File: config.mk
export PLATFORM = sky130hd
export DESIGN_NAME = ppcc_top
export DESIGN_NICKNAME = d
export VERILOG_FILES = /design/src/ppcc_pkg.sv /design/src/ppcc_level_timer.sv /design/src/ppcc_blink.sv /design/src/ppcc_top.sv
export SDC_FILE = /design/constraint.sdc
export NUM_CORES = 1
export LEC_CHECK = 0
export ABC_AREA = 1
export CAP_MARGIN = 20
export CORE_MARGIN = 10
export CORE_UTILIZATION = 30
export CTS_CLUSTER_DIAMETER = 100
export CTS_CLUSTER_SIZE = 30
export DETAILED_ROUTE_END_ITERATION = 16
export DONT_BUFFER_PORTS = 1
export SETUP_SLACK_MARGIN = 0.2
export SLEW_MARGIN = 0
export SYNTH_ARGS = -nofsm -noshare
export SYNTH_HDL_FRONTEND = slang
export SYNTH_SLANG_ARGS = --single-unit
File: constraint.sdc
create_clock -name mclk -period 3 [get_ports mclk]
set_clock_uncertainty 0.05 [all_clocks]
set_input_delay 0.15 -clock mclk [delete_from_list [all_inputs] [get_ports mclk]]
set_output_delay 0.15 -clock mclk [all_outputs]
set_load 0.02 [all_outputs]
File: src/ppcc_pkg.sv
// shared constants, types and decode for the charger control block
// assumes a single 50 MHz clock and comparator flags synchronous to it
package ppcc_pkg;

  localparam int CLK_MHZ = 50;
  localparam int TW = 22;

  // times in microseconds, counts in mclk cycles
  localparam int T_DEGLITCH_US = 50;
  localparam int T_WAIT_US = 32000;
  localparam int T_IDLE_US = 2000;
  localparam int T_HIGH_OFF_US = 2000;
  localparam int T_OVP_US = 115;
  localparam int T_BLINK_PERIOD_US = 100000;

  localparam int CYC_DEGLITCH = T_DEGLITCH_US * CLK_MHZ;
  localparam int CYC_WAIT = T_WAIT_US * CLK_MHZ;
  localparam int CYC_IDLE = T_IDLE_US * CLK_MHZ;
  localparam int CYC_HIGH_OFF = T_HIGH_OFF_US * CLK_MHZ;
  localparam int CYC_OVP = T_OVP_US * CLK_MHZ;
  localparam int CYC_BLINK_HALF = T_BLINK_PERIOD_US * CLK_MHZ / 2;

  localparam logic [4:0] PCNT_MAX = 5'h1f;
  localparam logic [9:0] ILIM_DEFAULT_MA = 10'h11d;

  typedef enum logic [1:0] {
    ST_OFF = 2'b00,
    ST_WAIT = 2'b01,
    ST_RUN = 2'b11
  } ppcc_state_e;

  typedef enum logic [1:0] {
    PH_PRE = 2'b00,
    PH_FAST = 2'b01,
    PH_FULL = 2'b11
  } ppcc_phase_e;

  // pulse count to current limit in mA; other counts keep the old limit
  function automatic logic [9:0] ppcc_decode(input logic [4:0] n,
                                             input logic [9:0] cur);
    unique case (n)
      5'h04: ppcc_decode = 10'h05d;
      5'h05: ppcc_decode = 10'h0bb;
      5'h06: ppcc_decode = 10'h118;
      5'h07: ppcc_decode = 10'h176;
      5'h08: ppcc_decode = 10'h1d3;
      5'h09: ppcc_decode = 10'h28e;
      5'h0a: ppcc_decode = 10'h31a;
      5'h0b: ppcc_decode = 10'h3a7;
      default: ppcc_decode = cur;
    endcase
  endfunction

endpackage

File: src/ppcc_level_timer.sv
// registered level of an input and cycles since its last change
// assumes din synchronous to mclk; duration saturates at all ones
module ppcc_level_timer #(
  parameter int W = 22,
  parameter bit RST_LVL = 1'b0
) (
  input wire logic mclk,
  input wire logic rst_n,
  input wire logic din,
  output logic lvl,
  output logic [W-1:0] dur
);
  import ppcc_pkg::*;

  typedef struct packed {
    logic lvl;
    logic [W-1:0] dur;
  } ppcc_lt_s;

  ppcc_lt_s s_r, s_nxt;

  always_comb begin
    s_nxt = s_r;
    s_nxt.lvl = din;
    if (din != s_r.lvl) begin
      s_nxt.dur = '0;
    end else if (s_r.dur != {W{1'b1}}) begin
      s_nxt.dur = s_r.dur + 1'b1;
    end
  end

  always_ff @(posedge mclk or negedge rst_n) begin
    if (!rst_n) begin
      s_r <= '{lvl: RST_LVL, dur: '0};
    end else begin
      s_r <= s_nxt;
    end
  end

  assign lvl = s_r.lvl;
  assign dur = s_r.dur;
endmodule

File: src/ppcc_blink.sv
// square wave with equal halves while enabled, driven phase first
// assumes en held for whole periods; drops back at once when en falls
module ppcc_blink #(
  parameter int HALF = 2500000,
  parameter int W = 22
) (
  input wire logic mclk,
  input wire logic rst_n,
  input wire logic en,
  output logic drive
);
  import ppcc_pkg::*;

  typedef struct packed {
    logic drive;
    logic [W-1:0] cnt;
  } ppcc_bl_s;

  ppcc_bl_s s_r, s_nxt;

  always_comb begin
    s_nxt = s_r;
    if (!en) begin
      s_nxt.cnt = '0;
      s_nxt.drive = 1'b1;
    end else if (s_r.cnt == W'(HALF - 1)) begin
      s_nxt.cnt = '0;
      s_nxt.drive = !s_r.drive;
    end else begin
      s_nxt.cnt = s_r.cnt + 1'b1;
    end
  end

  always_ff @(posedge mclk or negedge rst_n) begin
    if (!rst_n) begin
      s_r <= '{drive: 1'b1, cnt: '0};
    end else begin
      s_r <= s_nxt;
    end
  end

  assign drive = s_r.drive;
endmodule

File: src/ppcc_top.sv
// control logic of the single-cell charger: pulse-count control pin,
// lockout, pack temperature window, status pin, die thermal limits.
// assumes comparator flags arrive synchronous to mclk and that mclk
// keeps running from the battery side while the input is absent.
//
// Functional notes
// below lockout: ignore control, all off
// above lockout: resume normal operation
// pause charging outside pack temperature window
// temperature pause still reports charging; the code blinks status instead
// aux regulator on between lockout and overvoltage
// status low during precharge or fast charge
// status released when battery reaches overcharge
// status low again on recharge start
// temperature fault blinks status, 100ms, 50%
// unpowered: status pin level gates temperature sense
// control low, deglitch, 32ms wait, start
// no command in wait: default 285mA
// host keeps pulses and gaps 50-1000us
// control low 2ms applies decoded count
// host sends at most 16 pulses
// counts 4-11 select limits, others unchanged
// control high over 2ms disables device
// die above regulation reduces charge current
// die shutdown switch off, hysteresis restore
// deglitched overvoltage turns charge and regulator off
// start in precharge at or below exit threshold
// recharge when battery falls below recharge threshold
// time control levels, restart count each cycle
module ppcc_top #(
  parameter int WAIT_CYC = ppcc_pkg::CYC_WAIT,
  parameter int IDLE_CYC = ppcc_pkg::CYC_IDLE,
  parameter int HIGH_OFF_CYC = ppcc_pkg::CYC_HIGH_OFF,
  parameter int OVP_CYC = ppcc_pkg::CYC_OVP,
  parameter int BLINK_HALF_CYC = ppcc_pkg::CYC_BLINK_HALF
) (
  input wire logic mclk,
  input wire logic rst_n,
  input wire logic ctrl_in,
  input wire logic input_above_lockout,
  input wire logic input_above_overvoltage,
  input wire logic pack_temperature_sense_ok,
  input wire logic bat_above_precharge_exit,
  input wire logic bat_at_overcharge,
  input wire logic bat_below_recharge,
  input wire logic die_above_regulation,
  input wire logic die_above_shutdown,
  input wire logic die_below_shutdown_hys,
  input wire logic charge_status_output_i,
  output logic ldo_en,
  output logic charge_sw_en,
  output logic charge_reduce,
  output logic precharge_mode,
  output logic [9:0] input_current_limit_ma,
  output logic charge_status_output_o,
  output logic charge_status_output_oe,
  output logic pack_temperature_sense_en,
  output logic low_quiescent,
  output logic device_enabled
);
  import ppcc_pkg::*;

  if (WAIT_CYC < 1 || WAIT_CYC > 2**TW - 2 || IDLE_CYC < 1 ||
      IDLE_CYC > 2**TW - 2 || HIGH_OFF_CYC < 1 ||
      HIGH_OFF_CYC > 2**TW - 2 || OVP_CYC < 1 || OVP_CYC > 2**TW - 2 ||
      BLINK_HALF_CYC < 1 || BLINK_HALF_CYC > 2**TW - 1 ||
      CYC_DEGLITCH >= HIGH_OFF_CYC) begin : g_bad_param
    $error("ppcc_top: timing parameter out of range");
  end

  typedef struct packed {
    ppcc_state_e st;
    ppcc_phase_e ph;
    logic [4:0] pcnt;
    logic [TW-1:0] wcnt;
    logic ovp_trip;
    logic tsd;
    logic [9:0] ilim;
    logic ldo_en;
    logic sw_en;
    logic reduce;
    logic pre;
    logic chg_oe;
    logic ts_en;
    logic quiet;
    logic enabled;
  } ppcc_top_s;

  ppcc_top_s s_r, s_nxt;

  logic ctrl_lvl;
  logic [TW-1:0] ctrl_dur;
  logic ovp_lvl;
  logic [TW-1:0] ovp_dur;
  logic blink_drive;
  logic ts_fault;
  logic ctrl_fell;
  logic ctrl_disable;
  logic cmd_done;

  // control pin idles high (disabled) until proven low
  ppcc_level_timer #(.W(TW), .RST_LVL(1'b1)) u_ctrl_timer (
    .mclk(mclk),
    .rst_n(rst_n),
    .din(ctrl_in),
    .lvl(ctrl_lvl),
    .dur(ctrl_dur)
  );

  ppcc_level_timer #(.W(TW), .RST_LVL(1'b0)) u_ovp_timer (
    .mclk(mclk),
    .rst_n(rst_n),
    .din(input_above_overvoltage),
    .lvl(ovp_lvl),
    .dur(ovp_dur)
  );

  ppcc_blink #(.HALF(BLINK_HALF_CYC), .W(TW)) u_blink (
    .mclk(mclk),
    .rst_n(rst_n),
    .en(ts_fault),
    .drive(blink_drive)
  );

  // fault only counts while a charge cycle would otherwise run
  assign ts_fault = s_r.st == ST_RUN && !pack_temperature_sense_ok &&
                    input_above_lockout && !s_r.ovp_trip;
  assign ctrl_fell = !ctrl_lvl && ctrl_dur == '0;
  assign ctrl_disable = ctrl_lvl && ctrl_dur == TW'(HIGH_OFF_CYC);
  assign cmd_done = !ctrl_lvl && ctrl_dur == TW'(IDLE_CYC) &&
                    s_r.pcnt != '0;

  always_comb begin
    s_nxt = s_r;
    // overvoltage trips after its deglitch, clears as soon as it drops
    if (ovp_lvl && input_above_overvoltage && ovp_dur == TW'(OVP_CYC)) begin
      s_nxt.ovp_trip = 1'b1;
    end else if (!input_above_overvoltage) begin
      s_nxt.ovp_trip = 1'b0;
    end
    if (die_above_shutdown) begin
      s_nxt.tsd = 1'b1;
    end else if (die_below_shutdown_hys) begin
      s_nxt.tsd = 1'b0;
    end
    unique case (s_r.st)
      ST_OFF: begin
        s_nxt.pcnt = '0;
        // a low already held through lockout enables at power-up
        if (input_above_lockout && !ctrl_lvl &&
            ctrl_dur >= TW'(CYC_DEGLITCH)) begin
          s_nxt.st = ST_WAIT;
          s_nxt.wcnt = '0;
          s_nxt.ilim = ILIM_DEFAULT_MA;
        end
      end
      ST_WAIT: begin
        if (s_r.wcnt == TW'(WAIT_CYC - 1)) begin
          s_nxt.st = ST_RUN;
          s_nxt.ph = bat_above_precharge_exit ? PH_FAST : PH_PRE;
        end else begin
          s_nxt.wcnt = s_r.wcnt + 1'b1;
        end
      end
      ST_RUN: begin
        unique case (s_r.ph)
          PH_PRE: begin
            if (bat_above_precharge_exit) begin
              s_nxt.ph = PH_FAST;
            end
          end
          PH_FAST: begin
            if (bat_at_overcharge) begin
              s_nxt.ph = PH_FULL;
            end
          end
          PH_FULL: begin
            if (bat_below_recharge) begin
              s_nxt.ph = PH_FAST;
            end
          end
          default: s_nxt.ph = PH_PRE;
        endcase
      end
      default: s_nxt.st = ST_OFF;
    endcase
    // pulse counting runs through the wait and while running
    if (s_r.st != ST_OFF) begin
      if (cmd_done) begin
        s_nxt.ilim = ppcc_decode(s_r.pcnt, s_r.ilim);
        s_nxt.pcnt = '0;
      end else if (ctrl_fell && s_r.pcnt != PCNT_MAX) begin
        s_nxt.pcnt = s_r.pcnt + 1'b1;
      end
      if (ctrl_disable) begin
        s_nxt.st = ST_OFF;
        s_nxt.pcnt = '0;
      end
    end
    // lockout overrides state and pulse count and holds the control pin ignored
    if (!input_above_lockout) begin
      s_nxt.st = ST_OFF;
      s_nxt.pcnt = '0;
    end
    s_nxt.ldo_en = input_above_lockout && !s_nxt.ovp_trip;
    s_nxt.sw_en = input_above_lockout && !s_nxt.ovp_trip &&
                  s_r.st == ST_RUN && s_nxt.st == ST_RUN &&
                  pack_temperature_sense_ok && !s_nxt.tsd;
    s_nxt.reduce = s_nxt.sw_en && die_above_regulation;
    s_nxt.pre = s_nxt.sw_en && s_r.ph == PH_PRE;
    // the blink takes precedence over the steady charging indication
    if (!input_above_lockout || s_r.st != ST_RUN || s_r.ovp_trip) begin
      s_nxt.chg_oe = 1'b0;
    end else if (ts_fault) begin
      s_nxt.chg_oe = blink_drive;
    end else begin
      s_nxt.chg_oe = s_r.ph != PH_FULL;
    end
    // unpowered, the host holding status low parks the sense divider
    s_nxt.ts_en = input_above_lockout || charge_status_output_i;
    s_nxt.quiet = input_above_lockout && s_nxt.st == ST_OFF;
    s_nxt.enabled = s_nxt.st == ST_RUN;
  end

  always_ff @(posedge mclk or negedge rst_n) begin
    if (!rst_n) begin
      s_r <= '{st: ST_OFF, ph: PH_PRE, pcnt: '0, wcnt: '0,
               ovp_trip: 1'b0, tsd: 1'b0, ilim: ILIM_DEFAULT_MA,
               ldo_en: 1'b0, sw_en: 1'b0, reduce: 1'b0, pre: 1'b0,
               chg_oe: 1'b0, ts_en: 1'b0, quiet: 1'b0, enabled: 1'b0};
    end else begin
      s_r <= s_nxt;
    end
  end

  assign ldo_en = s_r.ldo_en;
  assign charge_sw_en = s_r.sw_en;
  assign charge_reduce = s_r.reduce;
  assign precharge_mode = s_r.pre;
  assign input_current_limit_ma = s_r.ilim;
  assign charge_status_output_o = 1'b0;
  assign charge_status_output_oe = s_r.chg_oe;
  assign pack_temperature_sense_en = s_r.ts_en;
  assign low_quiescent = s_r.quiet;
  assign device_enabled = s_r.enabled;

  a_lockout_all_off: assert property (
    @(posedge mclk) disable iff (!rst_n)
    !input_above_lockout |=> !ldo_en && !charge_sw_en &&
      !charge_status_output_oe && s_r.st == ST_OFF)
    else $error("outputs active under lockout");

  a_ldo_window: assert property (
    @(posedge mclk) disable iff (!rst_n)
    input_above_lockout && !input_above_overvoltage |=> ldo_en)
    else $error("regulator off inside supply window");

  a_ts_pause: assert property (
    @(posedge mclk) disable iff (!rst_n)
    !pack_temperature_sense_ok |=> !charge_sw_en)
    else $error("charging outside pack temperature window");

  a_die_shutdown: assert property (
    @(posedge mclk) disable iff (!rst_n)
    die_above_shutdown |=> !charge_sw_en ##1 (s_r.tsd || !die_above_shutdown))
    else $error("charge switch on above die shutdown");

  a_ctrl_high_off: assert property (
    @(posedge mclk) disable iff (!rst_n)
    s_r.st != ST_OFF && ctrl_disable && input_above_lockout |=>
      s_r.st == ST_OFF && low_quiescent)
    else $error("long high on control did not disable");

  a_wait_to_run: assert property (
    @(posedge mclk) disable iff (!rst_n)
    s_r.st == ST_WAIT && s_r.wcnt == TW'(WAIT_CYC - 1) &&
      input_above_lockout && !ctrl_disable |=> s_r.st == ST_RUN)
    else $error("wait period did not end in start");

  a_default_limit: assert property (
    @(posedge mclk) disable iff (!rst_n)
    s_r.st == ST_OFF ##1 s_r.st == ST_WAIT |->
      input_current_limit_ma == ILIM_DEFAULT_MA)
    else $error("wait entered without default limit");

  a_decode_apply: assert property (
    @(posedge mclk) disable iff (!rst_n)
    s_r.st != ST_OFF && input_above_lockout && cmd_done |=>
      input_current_limit_ma == ppcc_decode($past(s_r.pcnt),
                                            $past(s_r.ilim)) &&
      s_r.pcnt == '0)
    else $error("pulse count not decoded into limit");

  a_status_charging: assert property (
    @(posedge mclk) disable iff (!rst_n)
    s_r.st == ST_RUN && s_r.ph != PH_FULL && !ts_fault &&
      input_above_lockout && !s_r.ovp_trip |=> charge_status_output_oe)
    else $error("status not driven while charging");

  a_status_blink: assert property (
    @(posedge mclk) disable iff (!rst_n)
    ts_fault && s_r.st == ST_RUN && input_above_lockout |=>
      charge_status_output_oe == $past(blink_drive))
    else $error("status does not follow fault blink");

  a_ovp_off: assert property (
    @(posedge mclk) disable iff (!rst_n)
    ovp_lvl && ovp_dur >= TW'(OVP_CYC) && input_above_overvoltage |=>
      !ldo_en && !charge_sw_en)
    else $error("regulator or switch on in overvoltage");

  a_sense_parked: assert property (
    @(posedge mclk) disable iff (!rst_n)
    !input_above_lockout && !charge_status_output_i |=>
      !pack_temperature_sense_en)
    else $error("sense on while unpowered and status held low");
endmodule

* After elaboration in Yosys (flattened, before gate mapping)
Index checks and enable logic that the tools add are counted.
** Word-level totals
- Bits in registers :: 120
- Output and inout bits :: 19
** Cells by class
- Add/sub/neg operators :: 5
- Magnitude comparators :: 1
- Equal/unequal tests :: 32
- Mux-type cells :: 39
- Reduce and logical (&&, ||, !) cells :: 42
** Operator list (number)
- $mux W22 :: 7
- $add A22 B1 Y22 const B :: 4
- $pmux W10 S8 :: 1
- $ne A22 B22 Y1 const B :: 2
- $pmux W22 S2 :: 1
- $mux W10 :: 4
- $mux W5 :: 6
- $mux W23 :: 1
- $eq A22 B13 Y1 const B :: 1
- $eq A22 B17 Y1 const B :: 1
- $eq A22 B21 Y1 const B :: 1
- $eq A22 B22 Y1 const B :: 1
- $ge A22 B12 Y1 const B :: 1
- $logic_not A22 Y1 :: 1
- $eq A5 B3 Y1 const B :: 4
- $eq A5 B4 Y1 const B :: 4
- $logic_and A1 B1 Y1 :: 20
- $mux W2 :: 7
- $ne A2 B2 Y1 const B :: 6
- $pmux W2 S3 :: 2
- $ne A10 B2 Y1 const B :: 1
- $reduce_bool A2 Y1 :: 5
- $ne A3 B3 Y1 const B :: 3
- $mux W1 :: 8
- other kinds (13) :: 27

* Longest topological paths before layout
Gate-level depths: netlist (run 1).
- Word-level depth :: 13
- Gate-level depth with buffers :: 13

* Cells and area by module
Synthesis (run 1) repeated with hierarchy kept, for this count alone.
** Second synthesis, totals
- Cells, all modules :: 1072
- Area total of the unflattened synthesis :: 7674.9 um^2
** Modules (own cells, without submodules)
- ppcc_top :: instances 1, cells an instance 500, area each 3498.4 um^2, sequential area each 1282.5 um^2
- ppcc_level_timer (u_ctrl_timer) :: instances 1, cells an instance 202, area each 1448.9 um^2, sequential area each 576.8 um^2
- ppcc_level_timer (u_ovp_timer) :: instances 1, cells an instance 202, area each 1447.6 um^2, sequential area each 575.6 um^2
- ppcc_blink :: instances 1, cells an instance 168, area each 1280.0 um^2, sequential area each 576.8 um^2

* Worst setup path after synthesis (run 1)
Ideal clock, no wire load.
- Path kind :: reg2reg
- From :: reg s_r[42] (netlist bit)
- To :: reg s_r[44] (netlist bit)
- Arrival time :: 1609 ps
- Required time :: 2829 ps
- Slack :: 1220 ps
- Cell stages (with the launch flop) :: 11
- Path through :: dfrtp_1 > ha_1 > inv_1 > nor3_1 > ha_1 > nor3_1 > nand4_1 > nor2_1 > nand2_1 > nand3_1 > nor2_1
** RTL lines
- start: declaration :: line ppcc_top.sv:89 : ppcc_top_s s_r, s_nxt;
- start signal: assignment :: line ppcc_top.sv:227 : s_r <= '{st: ST_OFF, ph: PH_PRE, pcnt: '0, wcnt: '0,
- start signal: assignment :: line ppcc_top.sv:232 : s_r <= s_nxt;

* Worst setup path after layout (run 1)
- From :: reg u_ovp_timer.s_r, in the netlist u_ovp_timer.dur[0]
- To :: reg u_ovp_timer.s_r, in the netlist u_ovp_timer.dur[0]
** Between the ends
- Word-level cells in the longest chain between the ends :: 3
** RTL lines
- start: declaration :: line ppcc_level_timer.sv:20 : ppcc_lt_s s_r, s_nxt;
- start signal: assignment :: line ppcc_level_timer.sv:34 : s_r <= '{lvl: RST_LVL, dur: '0};
- start signal: assignment :: line ppcc_level_timer.sv:36 : s_r <= s_nxt;
- $add A22 B1 Y22 :: line ppcc_level_timer.sv:28 : s_nxt.dur = s_r.dur + 1'b1;
- $mux W22 :: line ppcc_level_timer.sv:27 : end else if (s_r.dur != {W{1'b1}}) begin
- $mux W22 :: line ppcc_level_timer.sv:25 : if (din != s_r.lvl) begin
Parallel ways exist; a longest one is shown, timed or not. The select of a mux whose other input is x is not followed.
A chain may end at the register's enable or synchronous reset.

==> results of run 1 <==
[layout by cell type (no fill, tap or decap), types with 4 or more instances in the layout]
cell type	instances
xnor2_1	4
or2_2	6
clkbuf_16	17
dfrtp_1	113
o21ai_0	34
nand2_2	17
xor2_1	12
ha_1	12
clkbuf_8	6
a21oi_1	15
inv_1	140
clkinv_2	4
inv_2	14
nand3_2	14
dlygate4sd3_1	10
nor3_2	10
nor2_1	148
nor2_4	9
o31ai_1	8
nor3_1	39
o21ai_1	5
o21ai_2	15
a31oi_1	9
dfstp_2	7
nand2_1	232
nand4_1	29
nand3_1	101
nor2_2	14
[per-layer routing]
| metal | track usage [%] | wire (µm) | vias up |
|---|---|---|---|
| met5 | 0 | 0 | - |
| li1 | - | - | 3420 |
| met3 | 3.373 | 993 | 17 |
| met1 | 15.34 | 9209 | 3103 |
| met4 | 3.707 | 235 | 0 |
| met2 | 19.08 | 8890 | 134 |
[area by class of cell]
type,instances,area share (%)
multi-input cells,757,45.21
well taps,330,4.750
repair buffers,13,1.411
clock buffers,25,5.931
clock inverters,7,1.296
inverters,156,6.751
flip-flops and latches,120,34.65
[sequential cells by signal, summed over array words and instances, names as in the netlist]
name                       flops
low_quiescent                  1
charge_status_output_oe        1
u_ctrl_timer.dur              22
u_blink.s_r                   22
u_ctrl_timer.lvl               1
u_ovp_timer.dur               22
input_current_limit_ma        10
precharge_mode                 1
device_enabled                 1
u_blink.drive                  1
charge_sw_en                   1
u_ovp_timer.lvl                1
ldo_en                         1
charge_reduce                  1
pack_temperature_sense_en      1
s_r                           33
[power by group through the flow]
| stage | sequential, mW | combinational (mW) | clock (mW) |
|---|---|---|---|
| after floorplan | 1.82 | 0.356 | 0 |
| after global placement | 1.88 | 0.368 | 0 |
| after detailed placement | 1.88 | 0.370 | 0 |
| after CTS | 1.85 | 0.385 | 2.22 |
| after global routing | 1.87 | 0.443 | 2.30 |
| final | 1.85 | 0.385 | 2.17 |
[critical path, stage by stage, from the launching register on]
cell	delay (ps)
dfrtp_1	400
ha_1	300
nand2_2	110
nor2_4	130
nand2_2	100
nor3b_2	190
nand3_1	420
nand3_1	200
o21ai_0	100
[metrics by stage]
step | total power [mW] | area (µm²)
3_5_place_dp | 2.253 | 7964
2_1_floorplan | 2.179 | 7711
3_3_place_gp | 2.253 | 7964
6_report | 4.408 | 8692
5_1_grt | 4.612 | 8692
4_1_cts | 4.461 | 8692
[cells by family after synthesis]
logic type | count (synthesis) | synth area share, %
buf+inv | 179 | 9.979
fa+ha+maj | 12 | 1.947
simple gates | 630 | 38.81
compound gates | 97 | 8.129
flops | 120 | 39.06
xor+xnor | 17 | 2.028
other cells | 1 | 0.04863
[worst paths after layout]
path,from,to,depth (start not counted)
worst max-delay path,u_ovp_timer.dur[0],u_ovp_timer.dur[0],8
worst min-delay path,rst_n,u_ovp_timer.dur[8],0
worst max register to register,u_ovp_timer.dur[0],u_ovp_timer.dur[0],8
worst min register to register,u_blink.s_r[0],u_blink.s_r[0],1
max in group asynchronous,rst_n,u_blink.drive,0
min in group mclk,pack_temperature_sense_ok,charge_sw_en,3
==> results.cfg, run 1 <==
[status]
status = finished with violations
violations = hold timing

[floorplanning]
ios = 32
dieHeight_um = 180.3
start_util_pct = 30.53
rows = 58
core_um2 = 25250
fp.dieW_um = 180.3
dieArea_um2 = 32520

[route]
vias = 6674
viasPerCell = 4.740
drc = 0
post_drt_wl_per_cell_um = 13.73
antenna_left = 0
drtPass1Iterations = 5
drt_iter0_markers = 570
wl_um = 19330

[global_route]
grtUsageTotal_pct = 11.97
antenna_found_initial = 0
grt_pass1_wl_um = 32700
grt_pass1_vias = 6496
grt_overflow_total = 0
grt_max_degree = 121

[power]
p_leak_nw = 3.859
clockPowerShare_pct = 49.2
comb_power_share_pct = 8.7
p_sw_share_pct = 24.97
pwr-share-seq_pct = 42.0
irDropWorstVdd_mv = 0.3969
internal_power_mw = 3.307
switchingPower_mw = 1.100
p_per_area_nw_per_um2 = 507.1

[cts]
htree_num_levels = 4
clk_latency_ps = 420
hold_buffers = 10
clkSlewWorstSetupHoldPaths_ps = 50
cts_buffers = 17
cts_resized = 0
cts_buffer_depth = 2
root_buffer = clkbuf_16
cts_setup_buffers = 0
cts_tree = yes
cts_sinks = 120

[worst_hold_path]
hp-class = primary input to async pin

[timing]
finalCritPeriodShare_pct = 71.80
max_freq_ghz = 0.4642
relSlewSlack_pct = 50.80
worst_hold_slack_ps = -617.0
tns_ps = 0
setup_violations = 0
tightest_slew_ps = 732.4
hold_viol = 120
setup_slack_ps = 845.9
min_period_ps = 2154
rsz0062_at_grt = no
slew_violations = 0

[layout]
synthToLayoutAreaGrowth_pct = 12.72
nets = 1090
multi_input_comb_area_um2 = 3930
fillers = 2688
antenna-diode-count = 0
drive_gt1_share_pct = 14.10
finalCoreUtilization_pct = 34.42
finalNonFillerCells = 1408
register_area_um2 = 3012

[setup_path]
required_ps = 3220
cp_max_fo = 13
end_kind = flip-flop
critical_path_class = flip-flop to flip-flop
r2r_slack_ps = 850
worstPathArrival_ps = 2370
cp-start-kind = flip-flop

[yosys]
synthesis.nets = 1081
synth_edf_count = 0
ys.warnings.count = 0
yosysMostFrequentCell = nand2_1
synth_top_area_share_pct = 36.67
synth-seq-area-share_pct = 39.06
synth_ff_type = dfrtp_1
netlist-cell-type-count = 48
ys_top_cells_by_count = nand2_1 (232), nor2_1 (148), inv_1 (140), dfrtp_1 (113), nand3_1 (101)
async_reset_ff_share_pct = 100.0
syn-cell-area_um2 = 7711
post_synth.cell_area_avg_um2 = 7.302
synth.largest_area_cell = dfrtp_1
ys_seq_elements = 120
syn-instance-count = 1056
synth_area_leaders = dfrtp_1 (37%), nand2_1 (11%), nor2_1 (7.2%)

[job]
cap_violations = 0

[place]
dpl.hpwl_um = 14260
numPortBuffers = 0
gp_congestion = 0.9948
post-place-cells = 1366
pre_cts_ws_ps = 863.1
No activity file was read; power rests on OpenSTA's default activity.
==> inputs of run 2 (changes only) <==
--- a/config.mk
+++ b/config.mk
@@ -5,7 +5,7 @@
 export SDC_FILE = /design/constraint.sdc
 export NUM_CORES = 1
 export LEC_CHECK = 0
-export ABC_AREA = 1
+export ABC_AREA = 0
 export CAP_MARGIN = 20
 export CORE_MARGIN = 10
 export CORE_UTILIZATION = 30
==> constraint.sdc (replaced) <==
create_clock -name mclk -period 2.25 [get_ports mclk]
set_clock_uncertainty 0.05 [all_clocks]
set_input_delay 0.1125 -clock mclk [delete_from_list [all_inputs] [get_ports mclk]]
set_output_delay 0.1125 -clock mclk [all_outputs]
set_load 0.02 [all_outputs]
==> results.cfg, run 2 <==
[status]
status = finished with violations
violations = hold timing

[power]
comb_power_share_pct = 8.9
switchingPower_mw = 1.477
pwr-share-seq_pct = 40.0
p_per_area_nw_per_um2 = 718.3
internal_power_mw = 4.694
clockPowerShare_pct = 51.1
total_power_mw = 6.171
irDropWorstVdd_mv = 0.3751
p_sw_share_pct = 23.93
p_leak_nw = 3.562

[floorplanning]
ios = 32
start_util_pct = 30.33
dieHeight_um = 168.3
core_um2 = 21760
fp.dieW_um = 168.3
rows = 54
dieArea_um2 = 28320

[place]
dpl_cell_area_um2 = 7325
numPortBuffers = 0
gp_congestion = 0.8117
dpl.hpwl_um = 11090
pre_cts_ws_ps = 22.41

[timing]
hold_viol = 120
worst_hold_slack_ps = -666.5
tightest_slew_ps = 594.1
relSlewSlack_pct = 60.31
slew_violations = 0
min_period_ps = 2210
finalCritPeriodShare_pct = 98.20
max_freq_ghz = 0.4526
setup_violations = 0
setup_slack_ps = 40.40
rsz0062_at_grt = yes

[layout]
final_common_cell = dfrtp_1
finalCoreUtilization_pct = 39.49
regMostFlops = s_r
synthToLayoutAreaGrowth_pct = 30.21
drive_gt1_share_pct = 24.46
final_cell_mix = dfrtp_1 (110), nor2_1 (97), buf_4 (73)
antenna-diode-count = 0
largest_register_ffs = 33
final_cell_area_um2 = 8591
nets = 805

[setup_path]
end_kind = flip-flop
critPathMaxStageDelay_ps = 590
crit_buf_inv = 1
worst_path_dominant_cell_family = simple AND/OR/NAND/NOR gates
required_ps = 2510
worstPathArrival_ps = 2470
ff2ff_path_depth = 6
r2r_start = s_r[32]
path_cells = or4b_4 -> or4_4 -> o21ai_4 -> buf_6 -> nor3_2 -> o21a_1
cp-start-kind = flip-flop
crit_slowest_cell = or4_4
cp_max_fo = 5
critical_path_class = flip-flop to flip-flop
reg2reg_to = s_r[39]
r2r_slack_ps = 40

[yosys]
yosysMostFrequentCell = dfrtp_1
yosys.area_share.simple_pct = 26.46
synthAdderAreaFrac_pct = 2.276
synthesis.nets = 727
ys_seq_elements = 120
netlist-cell-type-count = 61
syn-cell-area_um2 = 6598
synth-seq-area-share_pct = 45.65
synth_top_area_share_pct = 42.86
post_synth.cell_area_avg_um2 = 9.398
synth-xor-area-share_pct = 9.558
synthMuxAreaShare_pct = 1.062
synth_compound_area_share_pct = 10.71
async_reset_ff_share_pct = 100.0
syn-instance-count = 702
synth_area_leaders = dfrtp_1 (43%), nor2_1 (5.7%), xnor2_1 (5.0%)
synth_ff_type = dfrtp_1
synth_edf_count = 0
ys_top_cells_by_count = dfrtp_1 (113), nor2_1 (101), nand3_1 (40), nand2_1 (39), xnor2_1 (38)
synth.largest_area_cell = dfrtp_1
synth_top_family_by_area = simple AND/OR/NAND/NOR gates
ys.warnings.count = 0

[cts]
root_buffer = clkbuf_16
cts_sinks = 120
clkSlewWorstSetupHoldPaths_ps = 60
clk_latency_ps = 420
cts_tree = yes
htree_num_levels = 4
hold_buffers = 12
cts_buffers = 17
cts_buffer_depth = 2

[global_route]
grtUsageTotal_pct = 11.76
grt_pass1_vias = 5398
grt_max_degree = 121
grt_pass1_wl_um = 27440
grt_overflow_total = 0
antenna_found_initial = 0

[route]
drc = 0
viasPerCell = 5.055
vias = 5424
wl_um = 16550
antenna_left = 0
post_drt_wl_per_cell_um = 15.42
drt_iter0_markers = 379
drtPass1Iterations = 4

[job]
cap_violations = 0

[worst_hold_path]
hp-class = primary input to async pin
[run 2: final cells by class]
cell class / instances / area, µm²
clock buffer: 18 / 439.2
tap: 280 / 350.3
multi-input combinational: 520 / 3647
clock inverter: 14 / 242.7
timing repair buffer: 95 / 798.3
fill: 2095 / 13170
sequential: 120 / 3015
inverter: 26 / 97.59
[run 2: per-layer routing]
metal | share of wire [%] | vias to the layer above | GRT usage (%)
met5 | 0 | - | 0
met4 | 0.84 | 0 | 3.444
met3 | 3.8 | 10 | 3.702
met2 | 47 | 75 | 18.21
met1 | 48 | 2688 | 15.34
li1 | - | 2651 | -
[run 2: how the worst max path moves through the flow]
stage                         startpoint  cells past startpoint                   endpoint  slack [ps]
finish                           s_r[32]                      6                    s_r[39]          40
global route         u_ctrl_timer.dur[1]                      8  input_current_limit_ma[0]         -50
CTS                              s_r[30]                      6                    s_r[39]          50
detailed placement  u_ctrl_timer.dur[19]                      5  input_current_limit_ma[5]          20
global placement    u_ctrl_timer.dur[19]                      5  input_current_limit_ma[5]          50
floorplan                        s_r[30]                      6                    s_r[39]          90
[run 2: logic make-up after synthesis]
logic type,count (synthesis)
and+or+nand+nor,328
DFF,120
AOI/OAI and AO/OA,100
xor gates and xnor gates,72
buffers and inverters,62
adders and majority gates,12
muxes,7
other,1
[run 2: timing repair]
action                                  in CTS  in global routing
gates resized for setup                     21                 64
hold endpoints to repair                   142                120
pin swaps                                   13                 17
endpoints found under the setup margin      30                 58
buffers inserted                             8                 10
[run 2: stage by stage]
stage / std cells / setup TNS (ps)
floorplan: 702 / 0
global placement: 1011 / 0
detailed placement: 1011 / 0
CTS: 1063 / 0
global route: 1073 / -171.6
finish: 1073 / 0
[run 2: power groups by stage]
stage | sequential (mW) | clock [mW] | combinational, mW
floorplan | 2.45 | 0 | 0.323
global route | 2.49 | 3.33 | 0.622
finish | 2.47 | 3.15 | 0.551
CTS | 2.45 | 3.23 | 0.500
detailed placement | 2.49 | 0 | 0.446
global placement | 2.49 | 0 | 0.435
==> inputs of run 3 (changes only) <==
--- a/config.mk
+++ b/config.mk
@@ -7,7 +7,7 @@
 export LEC_CHECK = 0
 export ABC_AREA = 0
 export CAP_MARGIN = 20
-export CORE_MARGIN = 10
+export CORE_MARGIN = 2
 export CORE_UTILIZATION = 30
 export CTS_CLUSTER_DIAMETER = 100
 export CTS_CLUSTER_SIZE = 30
==> results.cfg, run 3 (synthesis gave the netlist of run 2 again) <==
[status]
status = finished with violations
violations = hold timing

[timing]
rsz0062_at_grt = yes
min_period_ps = 2217
setup_violations = 0
slew_violations = 0
finalCritPeriodShare_pct = 98.52
worst_hold_slack_ps = -673.2
hold_viol = 120
relSlewSlack_pct = 64.63
tightest_slew_ps = 517.2
max_freq_ghz = 0.4511

[floorplanning]
fp.dieW_um = 152.3
ios = 32
start_util_pct = 30.42
dieHeight_um = 152.3
rows = 54
dieArea_um2 = 23190
core_um2 = 21690

[layout]
final_common_cell = dfrtp_1
finalCoreUtilization_pct = 39.24
nets = 802
fillers = 2086
final_cell_mix = dfrtp_1 (111), nor2_1 (98), buf_4 (67), nand3_1 (38), xnor2_1 (37)
antenna-diode-count = 0
synthToLayoutAreaGrowth_pct = 28.98
regMostFlops = s_r
finalNonFillerCells = 1070
drive_gt1_share_pct = 24.05
largest_register_ffs = 33
final_cell_area_um2 = 8509

[place]
numPortBuffers = 0
dpl_cell_area_um2 = 7302
dpl.hpwl_um = 10930
post-place-cells = 1008
gp_congestion = 0.8397

[job]
cap_violations = 0

[cts]
cts_tree = yes
hold_buffers = 13
cts_buffers = 17
clkSlewWorstSetupHoldPaths_ps = 60
cts_buffer_depth = 2
htree_num_levels = 4
root_buffer = clkbuf_16
cts_sinks = 120
clk_latency_ps = 430

[global_route]
grtUsageTotal_pct = 14.00
antenna_found_initial = 0
grt_max_degree = 121
grt_overflow_total = 0
grt_pass1_vias = 5320
grt_pass1_wl_um = 26410

[route]
highest_layer = met4
antenna_left = 0
vias = 5450
drtPass1Iterations = 5
wl_met2_um = 7520
wl_um = 16010
drc = 0
drt_iter0_markers = 293
post_drt_wl_per_cell_um = 14.97
dr_wl_met3_um = 684
wl_met1_um = 7536
viasPerCell = 5.093

[setup_path]
critPathMaxStageDelay_ps = 600
worstPathArrival_ps = 2490
crit_buf_inv = 1
required_ps = 2520
path_cells = or4b_4 -> or4_4 -> o21ai_4 -> buf_6 -> nor3_2 -> o21a_1
cp_max_fo = 6
worst_path_dominant_cell_family = simple AND/OR/NAND/NOR gates
end_kind = flip-flop
r2r_slack_ps = 30
crit_slowest_cell = or4_4
critical_path_class = flip-flop to flip-flop
cp-start-kind = flip-flop

[power]
total_power_mw = 5.737
p_per_area_nw_per_um2 = 674.2
irDropWorstVdd_mv = 0.3989
p_leak_nw = 3.515

[worst_hold_path]
hp-class = primary input to async pin
==> run 3: worst reg2reg max path, cell delays in order, from the launching register on <==
cell,delay (ps)
dfrtp_1,390
or4b_4,550
or4_4,600
o21ai_4,170
buf_6,140
nor3_2,40
o21a_1,160
==> run 3: stage by stage <==
stage               TNS (ps)  setup WS, ps
floorplan                  0         93.40
global placement      -25.63        -25.63
detailed placement    -31.81        -31.81
CTS                        0         61.62
global route          -170.0        -64.95
finish                     0         33.31
==> run 3: what timing repair did <==
action                     CTS  global route
hold endpoints to repair   140           120
resized for setup           21            64
setup endpoints to repair   38            62
pin swaps                   10            27
setup buffers                7            10
==> run 3: path summary, 6_finish.rpt <==
check	startpoint	to	cells past startpoint
hold / removal	rst_n	s_r[28]	0
hold reg to reg	s_r[19]	charge_status_output_oe	1
setup reg to reg	s_r[35]	s_r[39]	6
setup / recovery	s_r[35]	s_r[39]	6
max in group asynchronous	rst_n	u_blink.drive	0
min in group mclk	ctrl_in	u_ctrl_timer.dur[5]	3
==> run 3: per-layer routing <==
metal	global-route usage [%]	up-vias
met1	18.42	2679
li1	-	2652
met2	21.77	97
met5	0	-
met3	3.669	22
met4	6.097	0
==> run 3: layout make-up <==
class	instances	area, µm²	area share [%]
clock inverter	14	147.6	1.735
inverter	26	97.59	1.147
multi-input combinational	520	3675	43.18
clock buffer	18	439.2	5.161
sequential	120	3014	35.42
timing repair buffer	92	785.8	9.234
tap	280	350.3	4.117
==> run 3: report_power, final <==
group	internal [mW]	leakage (nW)	switching [mW]
Sequential	2.29	1.58	0.169
Combinational	0.289	1.64	0.270
Clock	1.66	0.287	1.05
